--- config.mk ---
export PLATFORM = sky130hd
export DESIGN_NAME = sbsc_top
export DESIGN_NICKNAME = d
export VERILOG_FILES = /design/src/include/sbsc_pkg.sv /design/src/rtl/sbsc_sync.sv /design/src/rtl/sbsc_timing.sv /design/src/rtl/sbsc_top.sv
export SDC_FILE = /design/constraint.sdc
export NUM_CORES = 1
export LEC_CHECK = 0
export ABC_AREA = 0
export ABC_CLOCK_PERIOD_IN_PS = 1700
export BUFFER_PORTS_ARGS = -buffer_cell sky130_fd_sc_hd__buf_2
export CAP_MARGIN = 20
export CORE_UTILIZATION = 40
export CTS_BUF_LIST = sky130_fd_sc_hd__clkbuf_16
export DETAILED_ROUTE_END_ITERATION = 8
export PLACE_DENSITY = 0.69
export SYNTH_ARGS = -nofsm -noshare
export SYNTH_HDL_FRONTEND = slang
export SYNTH_SLANG_ARGS = --single-unit
--- constraint.sdc ---
create_clock -name pclk -period 1.7 [get_ports pclk]
set_input_delay 0.425 -clock pclk [delete_from_list [all_inputs] [get_ports pclk]]
set_output_delay 0.425 -clock pclk [all_outputs]
set_load 0.01 [all_outputs]
--- src/include/sbsc_pkg.sv ---
/*
  sbsc_pkg: register offsets, field positions, reset values and timing counts
  for the bus control line block. Assumes an APB slave with 32-bit data.
*/
// Notes on behaviour
// - sample register reads live CD IO MSG ATN SEL BSY REQ ACK, bits 7..0.
// - sample and drive registers share one address; read samples, write drives.
// - only lines meaningful in the current mode reach the bus.
// - initiator mode compares upper three drive bits against bus phase lines.
// - drive register clears on chip reset, bus reset and bus free.
// - CD IO MSG drive in target and SCAM; expected phase in initiator.
// - ATN set by writing one in initiator; cleared by attention clear, chip reset, bus reset or bus free.
// - SEL drive bit asserts or negates SEL, also in SCAM mode.
// - BSY drive bit drives BSY; LED lit when set and diag LED off.
// - REQ drive bit drives REQ in target and SCAM, not initiator.
// - ACK drive bit drives ACK in initiator, not target.
// - offset zero disables synchronous transfers; nonzero enables with that offset.
// - rate register: wide bit 7, rate select 6..4, offset 3..0.
// - wide transfers only when wide bit and wide bus select both set.
// - REQ/ACK period is four plus rate code cycles, width two cycles.
`default_nettype none
package sbsc_pkg;
  // register indices; the bus byte address is four times the index
  localparam int          IDX_SIGNAL      = 3;
  localparam int          IDX_RATE        = 4;
  localparam logic [11:0] ADDR_SIGNAL     = 12'(4 * IDX_SIGNAL);
  localparam logic [11:0] ADDR_RATE       = 12'(4 * IDX_RATE);
  localparam logic [11:0] ADDR_INTCLR     = 12'h014;
  localparam logic [11:0] ADDR_BLKCTL     = 12'h018;
  localparam logic [11:0] ADDR_MODE       = 12'h01c;
  localparam int          BIT_CD          = 7;
  localparam int          BIT_IO          = 6;
  localparam int          BIT_MSG         = 5;
  localparam int          BIT_ATN         = 4;
  localparam int          BIT_SEL         = 3;
  localparam int          BIT_BSY         = 2;
  localparam int          BIT_REQ         = 1;
  localparam int          BIT_ACK         = 0;
  localparam int          BIT_WIDE        = 7;
  localparam int          BIT_ATN_CLEAR   = 6;
  localparam int          BIT_WIDE_SEL    = 1;
  localparam int          BIT_DIAG_LED    = 7;
  localparam logic [7:0]  RST_DRIVE       = 8'h00;
  localparam logic [7:0]  RST_RATE        = 8'h00;
  localparam logic [1:0]  RST_MODE        = 2'h0;
  localparam logic [7:0]  RST_BLKCTL      = 8'h00;
  localparam logic [3:0]  PERIOD_BASE     = 4'h4;
  localparam logic [3:0]  ASSERT_WIDTH    = 4'h2;
  typedef enum logic [1:0] {
    SBSC_MODE_IDLE      = 2'b00,
    SBSC_MODE_TARGET    = 2'b01,
    SBSC_MODE_INITIATOR = 2'b10,
    SBSC_MODE_SCAM      = 2'b11
  } sbsc_mode_t;
endpackage
`default_nettype wire

--- src/rtl/sbsc_sync.sv ---
/*
  sbsc_sync: three-stage synchroniser for the eight bus control lines.
  Assumes asynchronous pins; a change counts once stages two and three agree.
*/
`timescale 1ns/1ps
`default_nettype none
module sbsc_sync (
  // clock and reset
  input  wire logic       pclk,
  input  wire logic       presetn,
  // pins and result
  input  wire logic [7:0] pin_i,
  output logic      [7:0] sync_o
);
  logic [7:0] s1_q, s2_q, s3_q, out_q;
  logic [7:0] out_d;

  always_comb
  begin
    out_d = out_q;
    for (int i = 0; i < 8; i++)
    begin
      if (s2_q[i] == s3_q[i])
      begin
        out_d[i] = s3_q[i];
      end
    end
  end

  always_ff @(posedge pclk or negedge presetn)
  begin
    if (!presetn)
    begin
      s1_q  <= 8'h00;
      s2_q  <= 8'h00;
      s3_q  <= 8'h00;
      out_q <= 8'h00;
    end
    else
    begin
      s1_q  <= pin_i;
      s2_q  <= s1_q;
      s3_q  <= s2_q;
      out_q <= out_d;
    end
  end

  assign sync_o = out_q;
endmodule // sbsc_sync
`default_nettype wire

--- src/rtl/sbsc_timing.sv ---
/*
  sbsc_timing: turns the rate select into the REQ/ACK period count; the width count is fixed.
  Assumes the rate register is stable outside transfers.
*/
`timescale 1ns/1ps
`default_nettype none
module sbsc_timing (
  // rate field
  input  wire logic [2:0] rate_sel_i,
  // derived timing
  output logic      [3:0] period_o,
  output logic      [3:0] width_o
);
  assign period_o = sbsc_pkg::PERIOD_BASE + {1'b0, rate_sel_i};
  assign width_o  = sbsc_pkg::ASSERT_WIDTH;
endmodule // sbsc_timing
`default_nettype wire

--- src/rtl/sbsc_top.sv ---
/*
  sbsc_top: APB register bank for bus control line sampling, mode-gated line
  drive and the synchronous rate and offset register.
  Assumes active-high logical bus lines at the ports; pin polarity and
  open-collector drive live in the pad ring. A driven line is asserted when
  its output bit is one.
*/
`timescale 1ns/1ps
`default_nettype none
module sbsc_top (
  // apb
  input  wire logic        pclk,
  input  wire logic        presetn,
  input  wire logic        psel,
  input  wire logic        penable,
  input  wire logic        pwrite,
  input  wire logic [11:0] paddr,
  input  wire logic [31:0] pwdata,
  input  wire logic [3:0]  pstrb,
  output logic      [31:0] prdata,
  output logic             pready,
  output logic             pslverr,
  // bus lines sampled from pins
  input  wire logic [7:0]  bus_line_i,
  input  wire logic        bus_reset_i,
  // bus line drive, one bit per line, ordered as the sample register
  output logic      [7:0]  bus_line_o,
  output logic      [7:0]  bus_line_oe_n,
  // derived outputs
  output logic             phase_match,
  output logic             led_o,
  output logic             wide_xfer,
  output logic             sync_enable,
  output logic      [3:0]  sync_offset_max,
  output logic      [3:0]  req_ack_period,
  output logic      [3:0]  req_ack_width
);
  localparam logic [31:0] ZERO32 = 32'h0000_0000;

  logic [7:0] sample;
  logic [7:0] drive_q, drive_d;
  logic [7:0] rate_q, rate_d;
  logic [7:0] blkctl_q, blkctl_d;
  logic [1:0] mode_q, mode_d;
  logic [31:0] rdata_q, rdata_d;
  logic        err_q, err_d;
  logic        bus_free;
  logic        wr_en, rd_en;
  logic [7:0]  gate;
  sbsc_pkg::sbsc_mode_t mode;

  sbsc_sync u_sync (
    .pclk    (pclk),
    .presetn (presetn),
    .pin_i   (bus_line_i),
    .sync_o  (sample)
  );

  sbsc_timing u_timing (
    .rate_sel_i (rate_q[6:4]),
    .period_o   (req_ack_period),
    .width_o    (req_ack_width)
  );

  function automatic logic is_mapped(input logic [11:0] a);
    if (a == sbsc_pkg::ADDR_SIGNAL)
    begin
      return 1'b1;
    end
    else if (a == sbsc_pkg::ADDR_RATE)
    begin
      return 1'b1;
    end
    else if (a == sbsc_pkg::ADDR_INTCLR)
    begin
      return 1'b1;
    end
    else if (a == sbsc_pkg::ADDR_BLKCTL)
    begin
      return 1'b1;
    end
    else if (a == sbsc_pkg::ADDR_MODE)
    begin
      return 1'b1;
    end
    else
    begin
      return 1'b0;
    end
  endfunction

  // positions in the one-hot register select
  localparam int HIT_SIGNAL = 0;
  localparam int HIT_RATE   = 1;
  localparam int HIT_INTCLR = 2;
  localparam int HIT_BLKCTL = 3;
  localparam int HIT_MODE   = 4;

  logic [4:0]  wr_hit;
  logic [4:0]  rd_hit;

  // shared by the write and read paths so both always see the same map
  function automatic logic [4:0] decode_reg(input logic [11:0] a);
    logic [4:0] hit;
    hit = 5'h00;
    if (a == sbsc_pkg::ADDR_SIGNAL)
    begin
      hit[HIT_SIGNAL] = 1'b1;
    end
    else if (a == sbsc_pkg::ADDR_RATE)
    begin
      hit[HIT_RATE] = 1'b1;
    end
    else if (a == sbsc_pkg::ADDR_INTCLR)
    begin
      hit[HIT_INTCLR] = 1'b1;
    end
    else if (a == sbsc_pkg::ADDR_BLKCTL)
    begin
      hit[HIT_BLKCTL] = 1'b1;
    end
    else if (a == sbsc_pkg::ADDR_MODE)
    begin
      hit[HIT_MODE] = 1'b1;
    end
    return hit;
  endfunction

  assign mode     = sbsc_pkg::sbsc_mode_t'(mode_q);
  assign wr_en    = psel && penable && pwrite && pstrb[0];
  assign rd_en    = psel && penable && !pwrite;
  assign wr_hit   = wr_en ? decode_reg(paddr) : 5'h00;
  assign rd_hit   = decode_reg(paddr);
  // bus free: neither BSY nor SEL asserted on the synchronised lines
  assign bus_free = !sample[sbsc_pkg::BIT_BSY] && !sample[sbsc_pkg::BIT_SEL];

  // drive register
  always_comb
  begin
    drive_d = drive_q;
    if (wr_hit[HIT_SIGNAL])
    begin
      drive_d = pwdata[7:0];
      // ATN is sticky: a zero write leaves it, target mode ignores it
      if (mode == sbsc_pkg::SBSC_MODE_INITIATOR)
      begin
        drive_d[sbsc_pkg::BIT_ATN] = drive_q[sbsc_pkg::BIT_ATN] | pwdata[sbsc_pkg::BIT_ATN];
      end
      else
      begin
        drive_d[sbsc_pkg::BIT_ATN] = drive_q[sbsc_pkg::BIT_ATN];
      end
    end
    else if (wr_hit[HIT_INTCLR] && pwdata[sbsc_pkg::BIT_ATN_CLEAR])
    begin
      drive_d[sbsc_pkg::BIT_ATN] = 1'b0;
    end
    // a write racing a bus reset or bus free loses: the bus state wins
    if (bus_reset_i || bus_free)
    begin
      drive_d = sbsc_pkg::RST_DRIVE;
    end
  end

  always_ff @(posedge pclk or negedge presetn)
  begin
    if (!presetn)
    begin
      drive_q <= sbsc_pkg::RST_DRIVE;
    end
    else
    begin
      drive_q <= drive_d;
    end
  end

  // rate and offset register
  always_comb
  begin
    rate_d = rate_q;
    if (wr_hit[HIT_RATE])
    begin
      rate_d = pwdata[7:0];
    end
  end

  always_ff @(posedge pclk or negedge presetn)
  begin
    if (!presetn)
    begin
      rate_q <= sbsc_pkg::RST_RATE;
    end
    else
    begin
      rate_q <= rate_d;
    end
  end

  // block control register
  always_comb
  begin
    blkctl_d = blkctl_q;
    if (wr_hit[HIT_BLKCTL])
    begin
      blkctl_d = pwdata[7:0];
    end
  end

  always_ff @(posedge pclk or negedge presetn)
  begin
    if (!presetn)
    begin
      blkctl_q <= sbsc_pkg::RST_BLKCTL;
    end
    else
    begin
      blkctl_q <= blkctl_d;
    end
  end

  // mode register
  always_comb
  begin
    mode_d = mode_q;
    if (wr_hit[HIT_MODE])
    begin
      mode_d = pwdata[1:0];
    end
  end

  always_ff @(posedge pclk or negedge presetn)
  begin
    if (!presetn)
    begin
      mode_q <= sbsc_pkg::RST_MODE;
    end
    else
    begin
      mode_q <= mode_d;
    end
  end

  // read data and error are taken in the setup cycle and held through access,
  // so a line moving during the access phase cannot tear the returned word
  always_comb
  begin
    rdata_d = ZERO32;
    err_d   = 1'b0;
    if (psel && !penable)
    begin
      err_d = !is_mapped(paddr);
      if (rd_hit[HIT_SIGNAL])
      begin
        rdata_d[7:0] = sample;
      end
      else if (rd_hit[HIT_RATE])
      begin
        rdata_d[7:0] = rate_q;
      end
      else if (rd_hit[HIT_BLKCTL])
      begin
        rdata_d[7:0] = blkctl_q;
      end
      else if (rd_hit[HIT_MODE])
      begin
        rdata_d[1:0] = mode_q;
      end
    end
    else if (rd_en)
    begin
      rdata_d = rdata_q;
      err_d   = err_q;
    end
  end

  always_ff @(posedge pclk or negedge presetn)
  begin
    if (!presetn)
    begin
      rdata_q <= ZERO32;
      err_q   <= 1'b0;
    end
    else
    begin
      rdata_q <= rdata_d;
      err_q   <= err_d;
    end
  end

  // per-line enable for the current mode
  always_comb
  begin
    gate = 8'h00;
    case (mode)
      sbsc_pkg::SBSC_MODE_TARGET:
      begin
        gate = 8'hee;
      end
      sbsc_pkg::SBSC_MODE_INITIATOR:
      begin
        gate = 8'h1d;
      end
      sbsc_pkg::SBSC_MODE_SCAM:
      begin
        gate = 8'hee;
      end
      default:
      begin
        gate = 8'h0c;
      end
    endcase
  end

  assign bus_line_o    = drive_q & gate;
  assign bus_line_oe_n = ~(drive_q & gate);
  // expected phase checked against the synchronised phase lines
  assign phase_match   = (mode == sbsc_pkg::SBSC_MODE_INITIATOR) &&
                         (drive_q[7:5] == sample[7:5]);
  assign led_o         = drive_q[sbsc_pkg::BIT_BSY] && !blkctl_q[sbsc_pkg::BIT_DIAG_LED];
  assign wide_xfer     = rate_q[sbsc_pkg::BIT_WIDE] && blkctl_q[sbsc_pkg::BIT_WIDE_SEL];
  assign sync_offset_max = rate_q[3:0];
  assign sync_enable   = (rate_q[3:0] != 4'h0);
  assign prdata        = rdata_q;
  assign pready        = psel && penable;
  assign pslverr       = psel && penable && err_q;
endmodule // sbsc_top
`default_nettype wire

==> results.tsv <==
metric	value	unit
Hold Crit Class	in -> async	
CTS clk-pin slew, worst paths	0.06	ns
n_diodes	0	
failing checks	setup timing	
Final Hold Fails	0	
H-tree depth	3	
reg2reg start	mode[0]	
CP Capture Type	primary output	
share of flip-flops with an asynchronous set or reset	1.00	
Cells after Synth	244	
CP peak stage delay	0.55	ns
die area	7800	sq um
post-synthesis sequential area ratio	0.563	
#FFs+latches synth	67	
Final Skew	0.00399	ns
gr ovfl total	0	
drt pass-1 iters	4	
top_reg_cell synth	dfrtp_1	
core area	7210	sq um
drt wl/cell	14.3	um
EDFF count, synth	0	
Final Cell Area	3910	sq um
WS Path Type	reg -> out	
Power Density	996	nW/um^2
layout cell share with drive strength beyond 1	0.452	
r2r endpoint	drive_q[4]	
Place WS	-0.214	ns
Crit path max-delay family	simple AND/OR/NAND/NOR gates	
P_leak	2.03	nW
final slew viol count	0	
Top Ports	128	
Synth Warn #	0	
commonest cells in the netlist	dfrtp_1, buf_4, mux2_2	
reg2reg setup slack	0.43	ns
Num CTS Buffers	9	
Initial Util	0.413	
Tot GR Track Use	0.182	
DP Wirelength	4.61	mm
DRC violations left	0	
Clock Latency Late Sink	0.32	ns
clk buf depth	2	
number of global-route vias before repair	2025	
post-route clock period utilization	1.08	
final worst slack	-0.128	ns
largest net degree at the start of global routing	68	
initial DRC count	95	
Post-Route WL	6.43	mm
number of buffers added on ports	72	
Std-Cell Rows	31	
most area-hungry cell type in the Yosys netlist	dfrtp_1	
Buf+Inv Stages, Crit Path	1	
Mapped Area	2980	sq um
Max VDD drop	0.819	mV
initial antenna violation count	0	
placed cell area	3510	sq um
crit path DAT	1.40	ns
Final ANT Viol Nets	0	
Die H	88.3	um
clk sinks	67	
area grow syn2layout	31.3	%
Synth area leaders	dfrtp_1, buf_4, mux2_2	
synth unique cells	38	
Synth top area share	0.563	
Max Clk Rate	0.547	GHz
RSZ-0062 raised after global routing	true	
CP Launch Type	flip-flop	
first-pass GRT wire length	10.2	mm
WP data required	1.27	ns
Final setup viols	1	
Syn Area/Cell	12.2	sq um
clock root buffer	clkbuf_16	
post-layout min period	1.83	ns
Die Wd	88.3	um
register area	1680	sq um
worst-path cell chain	or4_4 -> buf_6	
Fin Setup TNS	-0.128	ns
CP max-delay cell	or4_4	
TritonCTS clock tree	built	
status	complete, but fails checks	
crit-path max FO	2	
filler instances	627	
Multi-input gate area	1090	sq um
final RePlAce weighted congestion	0.830	
depth of the most critical reg-to-reg path	5	
Nets	409	
maxcap violations	0	
vias per cell	4.65	
vias	2097	
most common cell in the netlist	dfrtp_1	
## state kept, by name, summed over array words and instances (netlist names)
signal,count
blkctl_q,8
drive_q,8
prdata,8
rate_q,8
u_sync.s1_q,8
u_sync.s2_q,8
u_sync.s3_q,8
u_sync.sync_o,8
mode,2
err_q,1
## routing by layer
metal | vias up | wire [um] | global-route usage
met2 | 79 | 2980 | 0.287
met4 | 0 | 68 | 0.0528
met3 | 6 | 345 | 0.0588
li1 | 994 | - | -
met1 | 1018 | 3040 | 0.241
met5 | - | 0 | 0
## cell families (layout without fill, tap and decap cells)
logic type / count (synthesis) / after routing / synth area share
other cells: 2 / 28 / 0.00252
fa+ha+maj: 8 / 8 / 0.0269
mux: 24 / 24 / 0.0899
buf+inv: 52 / 134 / 0.115
compound gates: 35 / 35 / 0.0769
flops: 67 / 67 / 0.563
xor+xnor: 3 / 3 / 0.00882
simple gates: 53 / 53 / 0.118
## worst reg2reg max path: cells and delay by family, from the launching register on
kind                   cells  cell delay, ns
AOI/OAI and AO/OA          2            0.34
buffers and inverters      1            0.11
DFF                        1            0.40
and+or+nand+nor            2            0.31
## final cells by class
class                   instances  area share
inverters                      12      0.0115
clock buffers                   9      0.0576
multi-input cells             151       0.279
repair buffers                106       0.166
well taps                      99      0.0317
clock inverters                 7      0.0256
flip-flops and latches         67       0.429
## cells in the final DEF, fill, tap and decap left out, types with 9 or more instances in the layout
cell	instances
buf_4	31
buf_2	71
conb_1	28
mux2_2	21
o21ai_0	11
a21oi_1	10
clkbuf_16	9
dfrtp_1	67
inv_1	12
## how the worst max path moves through the flow
stage                     slack (ns)  startpoint          end  depth (start not counted)
final                          -0.13   rate_q[0]  sync_enable                          2
after CTS                      -0.14   rate_q[1]  sync_enable                          2
after global routing           -0.17   rate_q[1]  sync_enable                          2
after floorplan                -0.08   paddr[10]  blkctl_q[0]                          4
after global placement         -0.22   paddr[10]  blkctl_q[4]                          6
after detailed placement       -0.21   paddr[10]  blkctl_q[3]                          6
## report_power, final
part	leakage [nW]	internal, W	switching, W
Sequential	0.856	0.00165	0.0000277
Clock	0.160	0.00129	0.000689
Combinational	1.01	0.0000987	0.000142
Total	2.03	0.00304	0.000858
## metrics by stage
stage	util	power, W	hold slack [ns]	instances
3_5_place_dp	0.486	0.00193	0.335	429
5_1_grt	0.542	0.00404	0.126	451
3_3_place_gp	0.486	0.00192	0.333	429
6_report	0.542	0.00390	0.0880	451
2_1_floorplan	-	0.00184	0.129	270
4_1_cts	0.536	0.00393	0.120	446
## what timing repair did
action | CTS | global route
setup buffers | 1 | 5
hold endpoints to repair | 0 | 0
setup endpoints to repair | 6 | 5
gates resized for setup | 5 | 3
hold buffers | 0 | 0
pin swaps | 1 | 0
(Power assumes the default switching activity.)
